<file path="config.mk">
export PLATFORM = sky130hd
export DESIGN_NAME = tps_shell
export DESIGN_NICKNAME = d
export VERILOG_FILES = /design/src/design/tps_pkg.sv /design/src/design/tps_tick_sel.sv /design/src/design/tps_shell.sv
export VERILOG_INCLUDE_DIRS = /design/src /design/src/design
export SDC_FILE = /design/constraint.sdc
export NUM_CORES = 1
export LEC_CHECK = 0
export BUFFER_PORTS_ARGS = -buffer_cell sky130_fd_sc_hd__clkbuf_2
export CAP_MARGIN = 0
export CORE_AREA = 2 2 192 175
export DETAILED_ROUTE_END_ITERATION = 10
export DIE_AREA = 0 0 194 177
export PLACE_DENSITY = 0.69
export RECOVER_POWER = 50
export SLEW_MARGIN = 40
export SYNTH_ARGS = -nofsm -noshare
export SYNTH_HDL_FRONTEND = slang
export SYNTH_SLANG_ARGS = --single-unit
</file>
<file path="constraint.sdc">
create_clock -name CLK -period 3.5 [get_ports CLK]
set_clock_uncertainty 0.05 [all_clocks]
set_input_delay 0.525 -clock CLK [delete_from_list [all_inputs] [get_ports CLK]]
set_output_delay 0.525 -clock CLK [all_outputs]
set_load 0.005 [all_outputs]
</file>
<file path="src/design/tps_map.svh">
`ifndef TPS_MAP_SVH
`define TPS_MAP_SVH
// Operation
// (RL1) Counter clock from a selectable source.
// (RL2) Select code 101 feeds no clock.
// (RL3) Fixed encoding of the eight select codes.
// (RL4) Separate interrupt per comparator A and P.
// (RL5) Match may clear counter and change output.
// (RL6) Clock pin taken only when selected.
// (RL7) Clock pin counts rising or falling edge.
// (RL8) Compare match sets, clears or toggles output.
// (RL9) PWM waveform leaves on the same pins.
// (RL10) Pin pair inverted by port data bits.
// (RL11) Set enable routes pin to the timer.
// (RL12) First pin register layout and reset, full.
// (RL13) Second pin register layout and reset, full.
// (RL14) Reduced first register keeps bits 4, 0.
// (RL15) Reduced second register keeps bits 5, 1.
// (RL16) Unimplemented pin enable bits read zero.
// (RL17) Counter and compare A split into bytes.
// (RL18) Low bytes move through a holding buffer.
// (RL19) Low write buffers; high write commits both.
// (RL20) High read latches low into the buffer.
// (RL21) Software writes low first, reads high first.
// (RL22) Capture mode enables one input pin only; the code sets pin enables from the pin registers alone, in every mode.
// (RL23) Each timer owns its holding buffer.

// ****************************************
// Register offsets
// ****************************************
`define TPS_OFF_C0 3'h0
`define TPS_OFF_C1 3'h1
`define TPS_OFF_DL 3'h2
`define TPS_OFF_DH 3'h3
`define TPS_OFF_AL 3'h4
`define TPS_OFF_AH 3'h5
`define TPS_OFF_PC0 6'h20
`define TPS_OFF_PC1 6'h21

// ****************************************
// Field positions
// ****************************************
`define TPS_C0_ON 3
`define TPS_C1_OC 3
`define TPS_C1_POL 2
`define TPS_C1_CCLR 0

// ****************************************
// Reset values and implemented bit masks
// ****************************************
`define TPS_PC_RST 8'h11
`define TPS_PC_FULL 8'h33
`define TPS_PC0_RED 8'h11
`define TPS_PC1_RED 8'h22

// ****************************************
// Prescaler terminal counts
// ****************************************
`define TPS_DIV4_END 2'h3
`define TPS_DIV16_END 4'hF
`define TPS_DIV64_END 6'h3F
`endif

</file>
<file path="src/design/tps_pkg.sv">
package tps_pkg;
   // Counter clock select codes.
   typedef enum logic [2:0] {
      TPS_CK_SYS4 = 3'h0,
      TPS_CK_SYS  = 3'h1,
      TPS_CK_H16  = 3'h2,
      TPS_CK_H64  = 3'h3,
      TPS_CK_TBC  = 3'h4,
      TPS_CK_NONE = 3'h5,
      TPS_CK_RISE = 3'h6,
      TPS_CK_FALL = 3'h7
   } tps_ck_t;
   // Output action on a comparator A match.
   typedef enum logic [1:0] {
      TPS_IO_KEEP = 2'h0,
      TPS_IO_LOW  = 2'h1,
      TPS_IO_HIGH = 2'h2,
      TPS_IO_TGL  = 2'h3
   } tps_io_t;
   // Operating mode field.
   typedef enum logic [1:0] {
      TPS_M_CMP = 2'h0,
      TPS_M_TMR = 2'h1,
      TPS_M_PWM = 2'h2,
      TPS_M_CAP = 2'h3
   } tps_mode_t;
   // Whole state of the shell.
   typedef struct packed {
      logic [3:0][7:0]  c0;
      logic [3:0][7:0]  c1;
      logic [3:0][15:0] cnt;
      logic [3:0][15:0] compare_a_value;
      logic [3:0][7:0]  hold;
      logic [3:0]       out;
      logic [3:0]       on_d;
      logic [3:0]       irq_a;
      logic [3:0]       irq_p;
      logic [7:0]       tp;
      logic [7:0]       pc0;
      logic [7:0]       pc1;
      logic [5:0]       pre;
      logic             tb_d;
      logic [7:0]       rdata;
   } tps_state_t;
   // State of one clock selector.
   typedef struct packed {
      logic pin_d;
   } tps_sel_state_t;
endpackage

</file>
<file path="src/design/tps_tick_sel.sv">
`timescale 1ns/1ps
// ****************************************
// Counter clock selector for one timer
// ****************************************
module tps_tick_sel
   import tps_pkg::*;
(
   input  wire logic       clk,
   input  wire logic       resetn,
   input  wire logic [2:0] sel,
   input  wire logic       en4,
   input  wire logic       en16,
   input  wire logic       en64,
   input  wire logic       tb_tick,
   input  wire logic       pin,
   output logic            tick,
   output logic            pin_taken
);
   tps_sel_state_t q;      // Registered state.
   tps_sel_state_t d;      // Next state.

   // Pick one enable pulse per clock; code 101 gives none.
   always_comb begin
      d.pin_d = pin;
      case (tps_ck_t'(sel))
         TPS_CK_SYS4: tick = en4;                 // RL3
         TPS_CK_SYS:  tick = 1'b1;                // RL1
         TPS_CK_H16:  tick = en16;
         TPS_CK_H64:  tick = en64;
         TPS_CK_TBC:  tick = tb_tick;
         TPS_CK_NONE: tick = 1'b0;                // RL2
         TPS_CK_RISE: tick = pin & ~q.pin_d;      // RL7
         TPS_CK_FALL: tick = ~pin & q.pin_d;      // RL7
         default:     tick = 1'b0;
      endcase
      // The pin leaves its shared function only for the edge codes.
      pin_taken = (sel[2:1] == 2'h3);             // RL6
   end

   // The pin is taken as synchronous, so one flop finds the edge.
   always_ff @(posedge clk or negedge resetn) begin
      if (!resetn) begin
         q <= '0;
      end else begin
         q <= d;
      end
   end
endmodule

</file>
<file path="src/design/tps_shell.sv">
// The register addresses and the strobed register port were chosen for this implementation.
`timescale 1ns/1ps
`include "tps_map.svh"
// ****************************************
// Timer pin and access shell, four timers
// ****************************************
module tps_shell
   import tps_pkg::*;
#(
   parameter bit PC0_FULL = 1'b1,   // First pin register, full layout.
   parameter bit PC1_FULL = 1'b1    // Second pin register, full layout.
)(
   input  wire logic       CLK,
   input  wire logic       RESETN,
   input  wire logic [5:0] ADDR,
   input  wire logic [7:0] WDATA,
   input  wire logic       WR,
   input  wire logic       RD,
   output logic      [7:0] RDATA,
   input  wire logic       TB_CLK,
   input  wire logic [3:0] TCK,
   input  wire logic [7:0] PORT_DATA,
   output logic      [7:0] TP_OUT,
   output logic      [7:0] TP_OE,
   output logic      [3:0] TCK_SEL,
   output logic      [3:0] IRQ_A,
   output logic      [3:0] IRQ_P
);
   // Implemented bits of each pin register for this variant.
   localparam logic [7:0] PC0_MASK = PC0_FULL ? `TPS_PC_FULL : `TPS_PC0_RED;
   localparam logic [7:0] PC1_MASK = PC1_FULL ? `TPS_PC_FULL : `TPS_PC1_RED;

   tps_state_t q;          // Registered state.
   tps_state_t d;          // Next state.
   logic [3:0] tick;       // Counter clock enables.
   logic       en4;        // System clock over 4.
   logic       en16;       // High clock over 16.
   logic       en64;       // High clock over 64.
   logic       tb_tick;    // Time-base rising edge.

   // ****************************************
   // Helper functions
   // ****************************************
   // Counter width mask: timer 0 is 16 bits, the rest 10 bits.
   function automatic logic [15:0] cmask(input int i);
      return (i == 0) ? 16'hFFFF : 16'h03FF;       // RL17
   endfunction

   // Top three counter bits, which comparator P looks at.
   function automatic logic [2:0] top3(input logic [15:0] v, input int i);
      return (i == 0) ? v[15:13] : v[9:7];
   endfunction

   // Comparator P hit; zero means a full count, matched at wrap.
   function automatic logic pmatch(input logic [15:0] v,
                                   input logic [2:0] rp, input int i);
      logic [15:0] low;
      low = v & (cmask(i) >> 3);
      if (rp == 3'h0) begin
         return v == 16'h0000;
      end
      return (top3(v, i) == rp) && (low == 16'h0000);
   endfunction

   // Pin enable of pin k of timer i from the two pin registers.
   function automatic logic pin_en(input int i, input int k,
                                   input logic [7:0] r0, input logic [7:0] r1);
      logic [7:0] r;
      r = (i < 2) ? r0 : r1;
      return r[(i % 2) * 4 + k];                   // RL12 RL13
   endfunction

   // ****************************************
   // Clock enables
   // ****************************************
   // One free prescaler serves all ratios, so every timer on the
   // same ratio sees its enable in the same cycle.
   assign en4  = (q.pre[1:0] == `TPS_DIV4_END);
   assign en16 = (q.pre[3:0] == `TPS_DIV16_END);
   assign en64 = (q.pre == `TPS_DIV64_END);
   assign tb_tick = TB_CLK & ~q.tb_d;

   // One clock selector per timer.
   for (genvar g = 0; g < 4; g++) begin : g_sel
      tps_tick_sel u_sel (
         .clk       (CLK),
         .resetn    (RESETN),
         .sel       (q.c0[g][6:4]),
         .en4       (en4),
         .en16      (en16),
         .en64      (en64),
         .tb_tick   (tb_tick),
         .pin       (TCK[g]),
         .tick      (tick[g]),
         .pin_taken (TCK_SEL[g])
      );
   end

   // ****************************************
   // Next state
   // ****************************************
   always_comb begin
      logic [15:0] inc;      // Counter plus one, wrapped.
      logic        ma;       // Comparator A hit.
      logic        mp;       // Comparator P hit.
      logic [1:0]  t;        // Addressed timer.
      inc = '0;
      ma = 1'b0;
      mp = 1'b0;
      t = ADDR[4:3];
      d = q;
      d.pre = q.pre + 6'h01;
      d.tb_d = TB_CLK;
      d.irq_a = '0;
      d.irq_p = '0;
      d.rdata = 8'h00;
      for (int i = 0; i < 4; i++) begin
         inc = (q.cnt[i] + 16'h0001) & cmask(i);
         d.on_d[i] = q.c0[i][`TPS_C0_ON];
         if (q.c0[i][`TPS_C0_ON] && !q.on_d[i]) begin
            // Switching on restarts the count and the output level.
            d.cnt[i] = '0;
            d.out[i] = q.c1[i][`TPS_C1_OC];
         end else if (q.c0[i][`TPS_C0_ON] && tick[i]) begin
            ma = (inc == q.compare_a_value[i]);
            mp = pmatch(inc, q.c0[i][2:0], i);
            d.irq_a[i] = ma;                                 // RL4
            d.irq_p[i] = mp;                                 // RL4
            // The clear source is comparator A or P, never both.
            if (q.c1[i][`TPS_C1_CCLR] ? ma : mp) begin
               d.cnt[i] = '0;                                // RL5
            end else begin
               d.cnt[i] = inc;                               // RL1
            end
            if (ma && tps_mode_t'(q.c1[i][7:6]) == TPS_M_CMP) begin
               case (tps_io_t'(q.c1[i][5:4]))
                  TPS_IO_LOW:  d.out[i] = 1'b0;              // RL8
                  TPS_IO_HIGH: d.out[i] = 1'b1;              // RL8
                  TPS_IO_TGL:  d.out[i] = ~q.out[i];         // RL8 RL5
                  default:     d.out[i] = q.out[i];
               endcase
            end
         end
         // PWM is high while the count is below compare A, low instead when the polarity bit is set.
         if (tps_mode_t'(q.c1[i][7:6]) == TPS_M_PWM) begin
            d.out[i] = (q.cnt[i] < q.compare_a_value[i]) ^ q.c1[i][`TPS_C1_POL]; // RL9
         end
      end

      // ****************************************
      // Register writes
      // ****************************************
      // Counter bytes are read-only; their writes are dropped.
      if (WR && !ADDR[5]) begin
         case (ADDR[2:0])
            `TPS_OFF_C0: d.c0[t] = WDATA;
            `TPS_OFF_C1: d.c1[t] = WDATA;
            `TPS_OFF_AL: d.hold[t] = WDATA;                  // RL19 RL23
            `TPS_OFF_AH: begin
               d.compare_a_value[t] = {WDATA, q.hold[t]} & cmask(32'(t)); // RL19 RL18
            end
            default: d.c0[t] = q.c0[t];
         endcase
      end else if (WR && ADDR == `TPS_OFF_PC0) begin
         d.pc0 = WDATA & PC0_MASK;                           // RL14 RL16
      end else if (WR && ADDR == `TPS_OFF_PC1) begin
         d.pc1 = WDATA & PC1_MASK;                           // RL15 RL16
      end

      // ****************************************
      // Register reads
      // ****************************************
      // Unmapped addresses answer zero.
      if (RD && !ADDR[5]) begin
         case (ADDR[2:0])
            `TPS_OFF_C0: d.rdata = q.c0[t];
            `TPS_OFF_C1: d.rdata = q.c1[t];
            `TPS_OFF_DH: begin
               d.rdata = q.cnt[t][15:8];                     // RL17
               d.hold[t] = q.cnt[t][7:0];                    // RL20 RL18
            end
            `TPS_OFF_AH: begin
               d.rdata = q.compare_a_value[t][15:8];
               d.hold[t] = q.compare_a_value[t][7:0];                   // RL20
            end
            `TPS_OFF_DL: d.rdata = q.hold[t];                // RL20
            `TPS_OFF_AL: d.rdata = q.hold[t];                // RL20
            default: d.rdata = 8'h00;
         endcase
      end else if (RD && ADDR == `TPS_OFF_PC0) begin
         d.rdata = q.pc0;
      end else if (RD && ADDR == `TPS_OFF_PC1) begin
         d.rdata = q.pc1;
      end

      // ****************************************
      // Pin levels
      // ****************************************
      // Each pin carries its timer output, inverted by its port bit,
      // so opposite port bits give a complementary pair.
      for (int p = 0; p < 8; p++) begin
         d.tp[p] = d.out[p / 2] ^ PORT_DATA[p];              // RL10 RL9
      end
   end

   // ****************************************
   // State register
   // ****************************************
   always_ff @(posedge CLK or negedge RESETN) begin
      if (!RESETN) begin
         q <= '0;
         q.pc0 <= `TPS_PC_RST & PC0_MASK;                    // RL12 RL14
         q.pc1 <= `TPS_PC_RST & PC1_MASK;                    // RL13 RL15
      end else begin
         q <= d;
      end
   end

   // ****************************************
   // Outputs
   // ****************************************
   // A cleared enable leaves the pin to its shared function.
   always_comb begin
      for (int p = 0; p < 8; p++) begin
         TP_OE[p] = pin_en(p / 2, p % 2, q.pc0, q.pc1);      // RL11
      end
   end
   assign TP_OUT = q.tp;
   assign RDATA = q.rdata;
   assign IRQ_A = q.irq_a;
   assign IRQ_P = q.irq_p;
endmodule

</file>
==> summary.md <==
| Metric | Value |
|---|---|
| MaxCap Viol Count | 1 |
| Final hold violation count | 0 |
| Latest clock arrival within the worst-skew pair | 0.57 ns |
| First-pass GRT wire length | approximately 77000 um |
| 1st-pass router iterations | 6 |
| Synth area leaders | dfrtp_1, mux4_2, mux2_2 |
| Ys flop type | dfrtp_1 |
| Reg2reg path depth | 10 |
| Min setup slack post-route | between 0.1 and 0.15 ns |
| Sequential share of the synthesized area | between 40% and 50% |
| CTS buffer count | 29 |
| Final Max Slew Viols | a little over 80 |
| Placed Area | about 17000 um2 |
| Die area | 34300 um2 |
| WP data required | roughly 3.9 ns |
| Critical Path AT | between 3 and 4 ns |
| Site row count | 63 |
| WL met2 | 21800 um |
| Hold_ws | ~0.028 ns |
| Routed Antenna Nets | 0 |
| TritonCTS clock tree | yes |
| PD cells | between 400 and 500 nW/um2 |
| Die X | between 150 and 200 um |
| Initial Utilization | about 50% |
| Critical Path Source Type | register |
| CP max FO | 4 |
| HP Class | in -> reg |
| Initial antenna violation count | 2 |
| Pre-CTS setup slack | -0.0240 ns |
| Cell area after layout | 17900 um2 |
| Leak pwr | around 8 nW |
| Ys async rst share | 100% |
| PortBufs | 66 |
| Wire length per cell | approximately 23 um |
| # nets final | between 1500 and 2000 |
| Antenna diode count | 0 |
| Synthesis-to-finish area growth | 12.4% |
| # IOs | 67 |
| Grt total ovfl | 0 |
| Hold depth | 1 |
| Yosys reg bits | between 200 and 300 |
| Vias in the first global route | 12800 |
| DRT met1 WL | about 21000 um |
| CTS root buf | clkbuf_16 |
| Mapped Nets | 1696 |
| Failing checks | max-capacitance violations, max-slew violations |
| Worst vdd ir | about 0.00038 V |
| Actual slew at the worst max-slew pin | 2.20 ns |
| CTS H-Tree Depth | 1 |
| Endpoints failing setup | 0 |
| DR vias | approximately 13000 |
| Cells after Synth | 1610 |
| Slew HR | -46.8% |
| Outcome | finished, violations left |
| Post-synthesis cell type count | a little over 80 |
| Detailed Route Iter0 Violations | 1372 |
| Dpl hpwl | 37000 um |
| Crit. End Element | register |
| Share of post-route cells with drive strength above 1 | between 10% and 20% |
| Leading area contributor after synthesis | dfrtp_1 |
| Total clock sinks | about 260 |
| Final clock period utilization by the worst path | between 90 and 100% |
| Clk buf depth | 3 |
| Die Y | ~180 um |
| RePlAce Congestion | between 0.9 and 1 |
| Highest Signal Layer | met5 |
| Top cells by count, synth | dfrtp_1, nand2_1, o21ai_0 |
| Met3 wire len | between 4000 and 5000 um |
| Global-route usage over all layers | between 20% and 30% |
| Syn. warnings | 0 |
| Residual DRC count | 0 |
| Clock transition at path regs | approximately 0.06 ns |
| Mean post-synth cell area | approximately 9.9 um2 |
| Pin count of the biggest net entering global routing | slightly above 80 |
| Tmin final | 3.37 ns |
| WL final | 49200 um |
| Most common cell in the synthesized netlist | dfrtp_1 |
| Post-Syn Area | approximately 16000 um2 |
| WS Path Type | reg -> reg |
| Vias per cell | 6.22 |
| Post-synth EDFFs | 0 |
| Yosys top cell area share | between 30% and 40% |
| FMAX | 0.297 GHz |
| Core footprint | roughly 32000 um2 |
| Fillcell total | a little under 3000 |
-- worst paths after layout --
path | from | end | slack [ns]
setup / recovery | q[151]$_DFFE_PN0P_ | TP_OUT[0]$_DFF_PN0_ | 0.13
setup reg to reg | q[151]$_DFFE_PN0P_ | TP_OUT[0]$_DFF_PN0_ | 0.13
min in group asynchronous | RESETN | TP_OE[7]$_DFFE_PN0P_ | 1.08
hold reg to reg | d[49]$_DFFE_PN0P_ | q[49]$_DFF_PN0_ | 0.41
max in group asynchronous | RESETN | q[240]$_DFFE_PN0P_ | 0.58
hold / removal | TB_CLK | q[8]$_DFF_PN0_ | 0.03
-- power by group --
part           total (W)  internal, W  switching, W
combinational    0.00181     0.000799       0.00101
clock            0.00318      0.00185       0.00134
sequential       0.00383      0.00337      0.000461
-- cells in the final DEF (no fill, tap or decap), types with 29 or more instances in the layout --
cell type	n
buf_4	91
a21oi_1	62
xnor2_1	44
nand2_1	148
mux2_2	65
dfrtp_1	252
nand3_1	51
ha_1	54
mux4_2	49
clkbuf_16	29
o22ai_1	35
nor2_1	81
o21ai_0	118
mux2i_1	58
nor2b_1	41
inv_1	78
clkbuf_1	33
clkbuf_2	42
-- registers in the layout, summed over array words and instances (netlist names) --
name / cells
q: 217
RDATA: 8
TP_OE: 8
TP_OUT: 8
IRQ_A: 4
IRQ_P: 4
d: 4
g_sel.u_sel.q: 4
-- worst max-delay path, cell delays in order (launching register included) --
cell and delay [ns]:
dfrtp_1 0.41, ha_1 0.34, xor2_1 0.17, a211oi_1 0.23, nand2_1 0.08, or4_1 0.52
o21bai_1 0.20, or4_4 0.57, o21a_1 0.23, o41ai_4 0.30, xnor2_1 0.17
-- through the flow --
stage                     utilization, %  power, W  instances  TNS [ns]
final                               55.1   0.00882       2127         0
after global routing                55.1   0.00918       2127   -0.0360
after CTS                           55.1   0.00882       2125         0
after detailed placement            52.1   0.00563       2070   -0.0382
after global placement              52.1   0.00556       2070         0
after floorplan                        -   0.00494       1610         0
-- kinds of logic after synthesis --
group	synth area share, %
AOI/OAI and AO/OA	14.5
xor gates and xnor gates	4.23
adders and majority gates	4.32
buffers and inverters	5.88
DFF	40.4
muxes	15.2
and+or+nand+nor	15.5
-- routing by layer --
layer	vias up	global-route usage [%]
met5	-	0
met1	6567	40.8
met3	109	5.34
met2	589	44.4
li1	5955	-
met4	2	10.4
-- what timing repair did --
item,4_1_cts,5_1_grt
hold buffers,1,0
setup endpoints to repair,2,14
cloned,0,0
pin swaps,0,3
buffers inserted,0,2
resized for setup,1,7
hold endpoints to repair,72,0
-- final cells by class --
class / count / area (um2) / area share [%]
Clock inverter: 21 / 234 / 1.31
Sequential cell: 257 / 6440 / 36.0
Timing Repair Buffer: 166 / 1040 / 5.82
Tap cell: 422 / 528 / 2.95
Multi-Input combinational cell: 1149 / 8610 / 48.1
Inverter: 79 / 297 / 1.66
Clock buffer: 33 / 751 / 4.19
No activity file was read; power rests on OpenSTA's default activity.
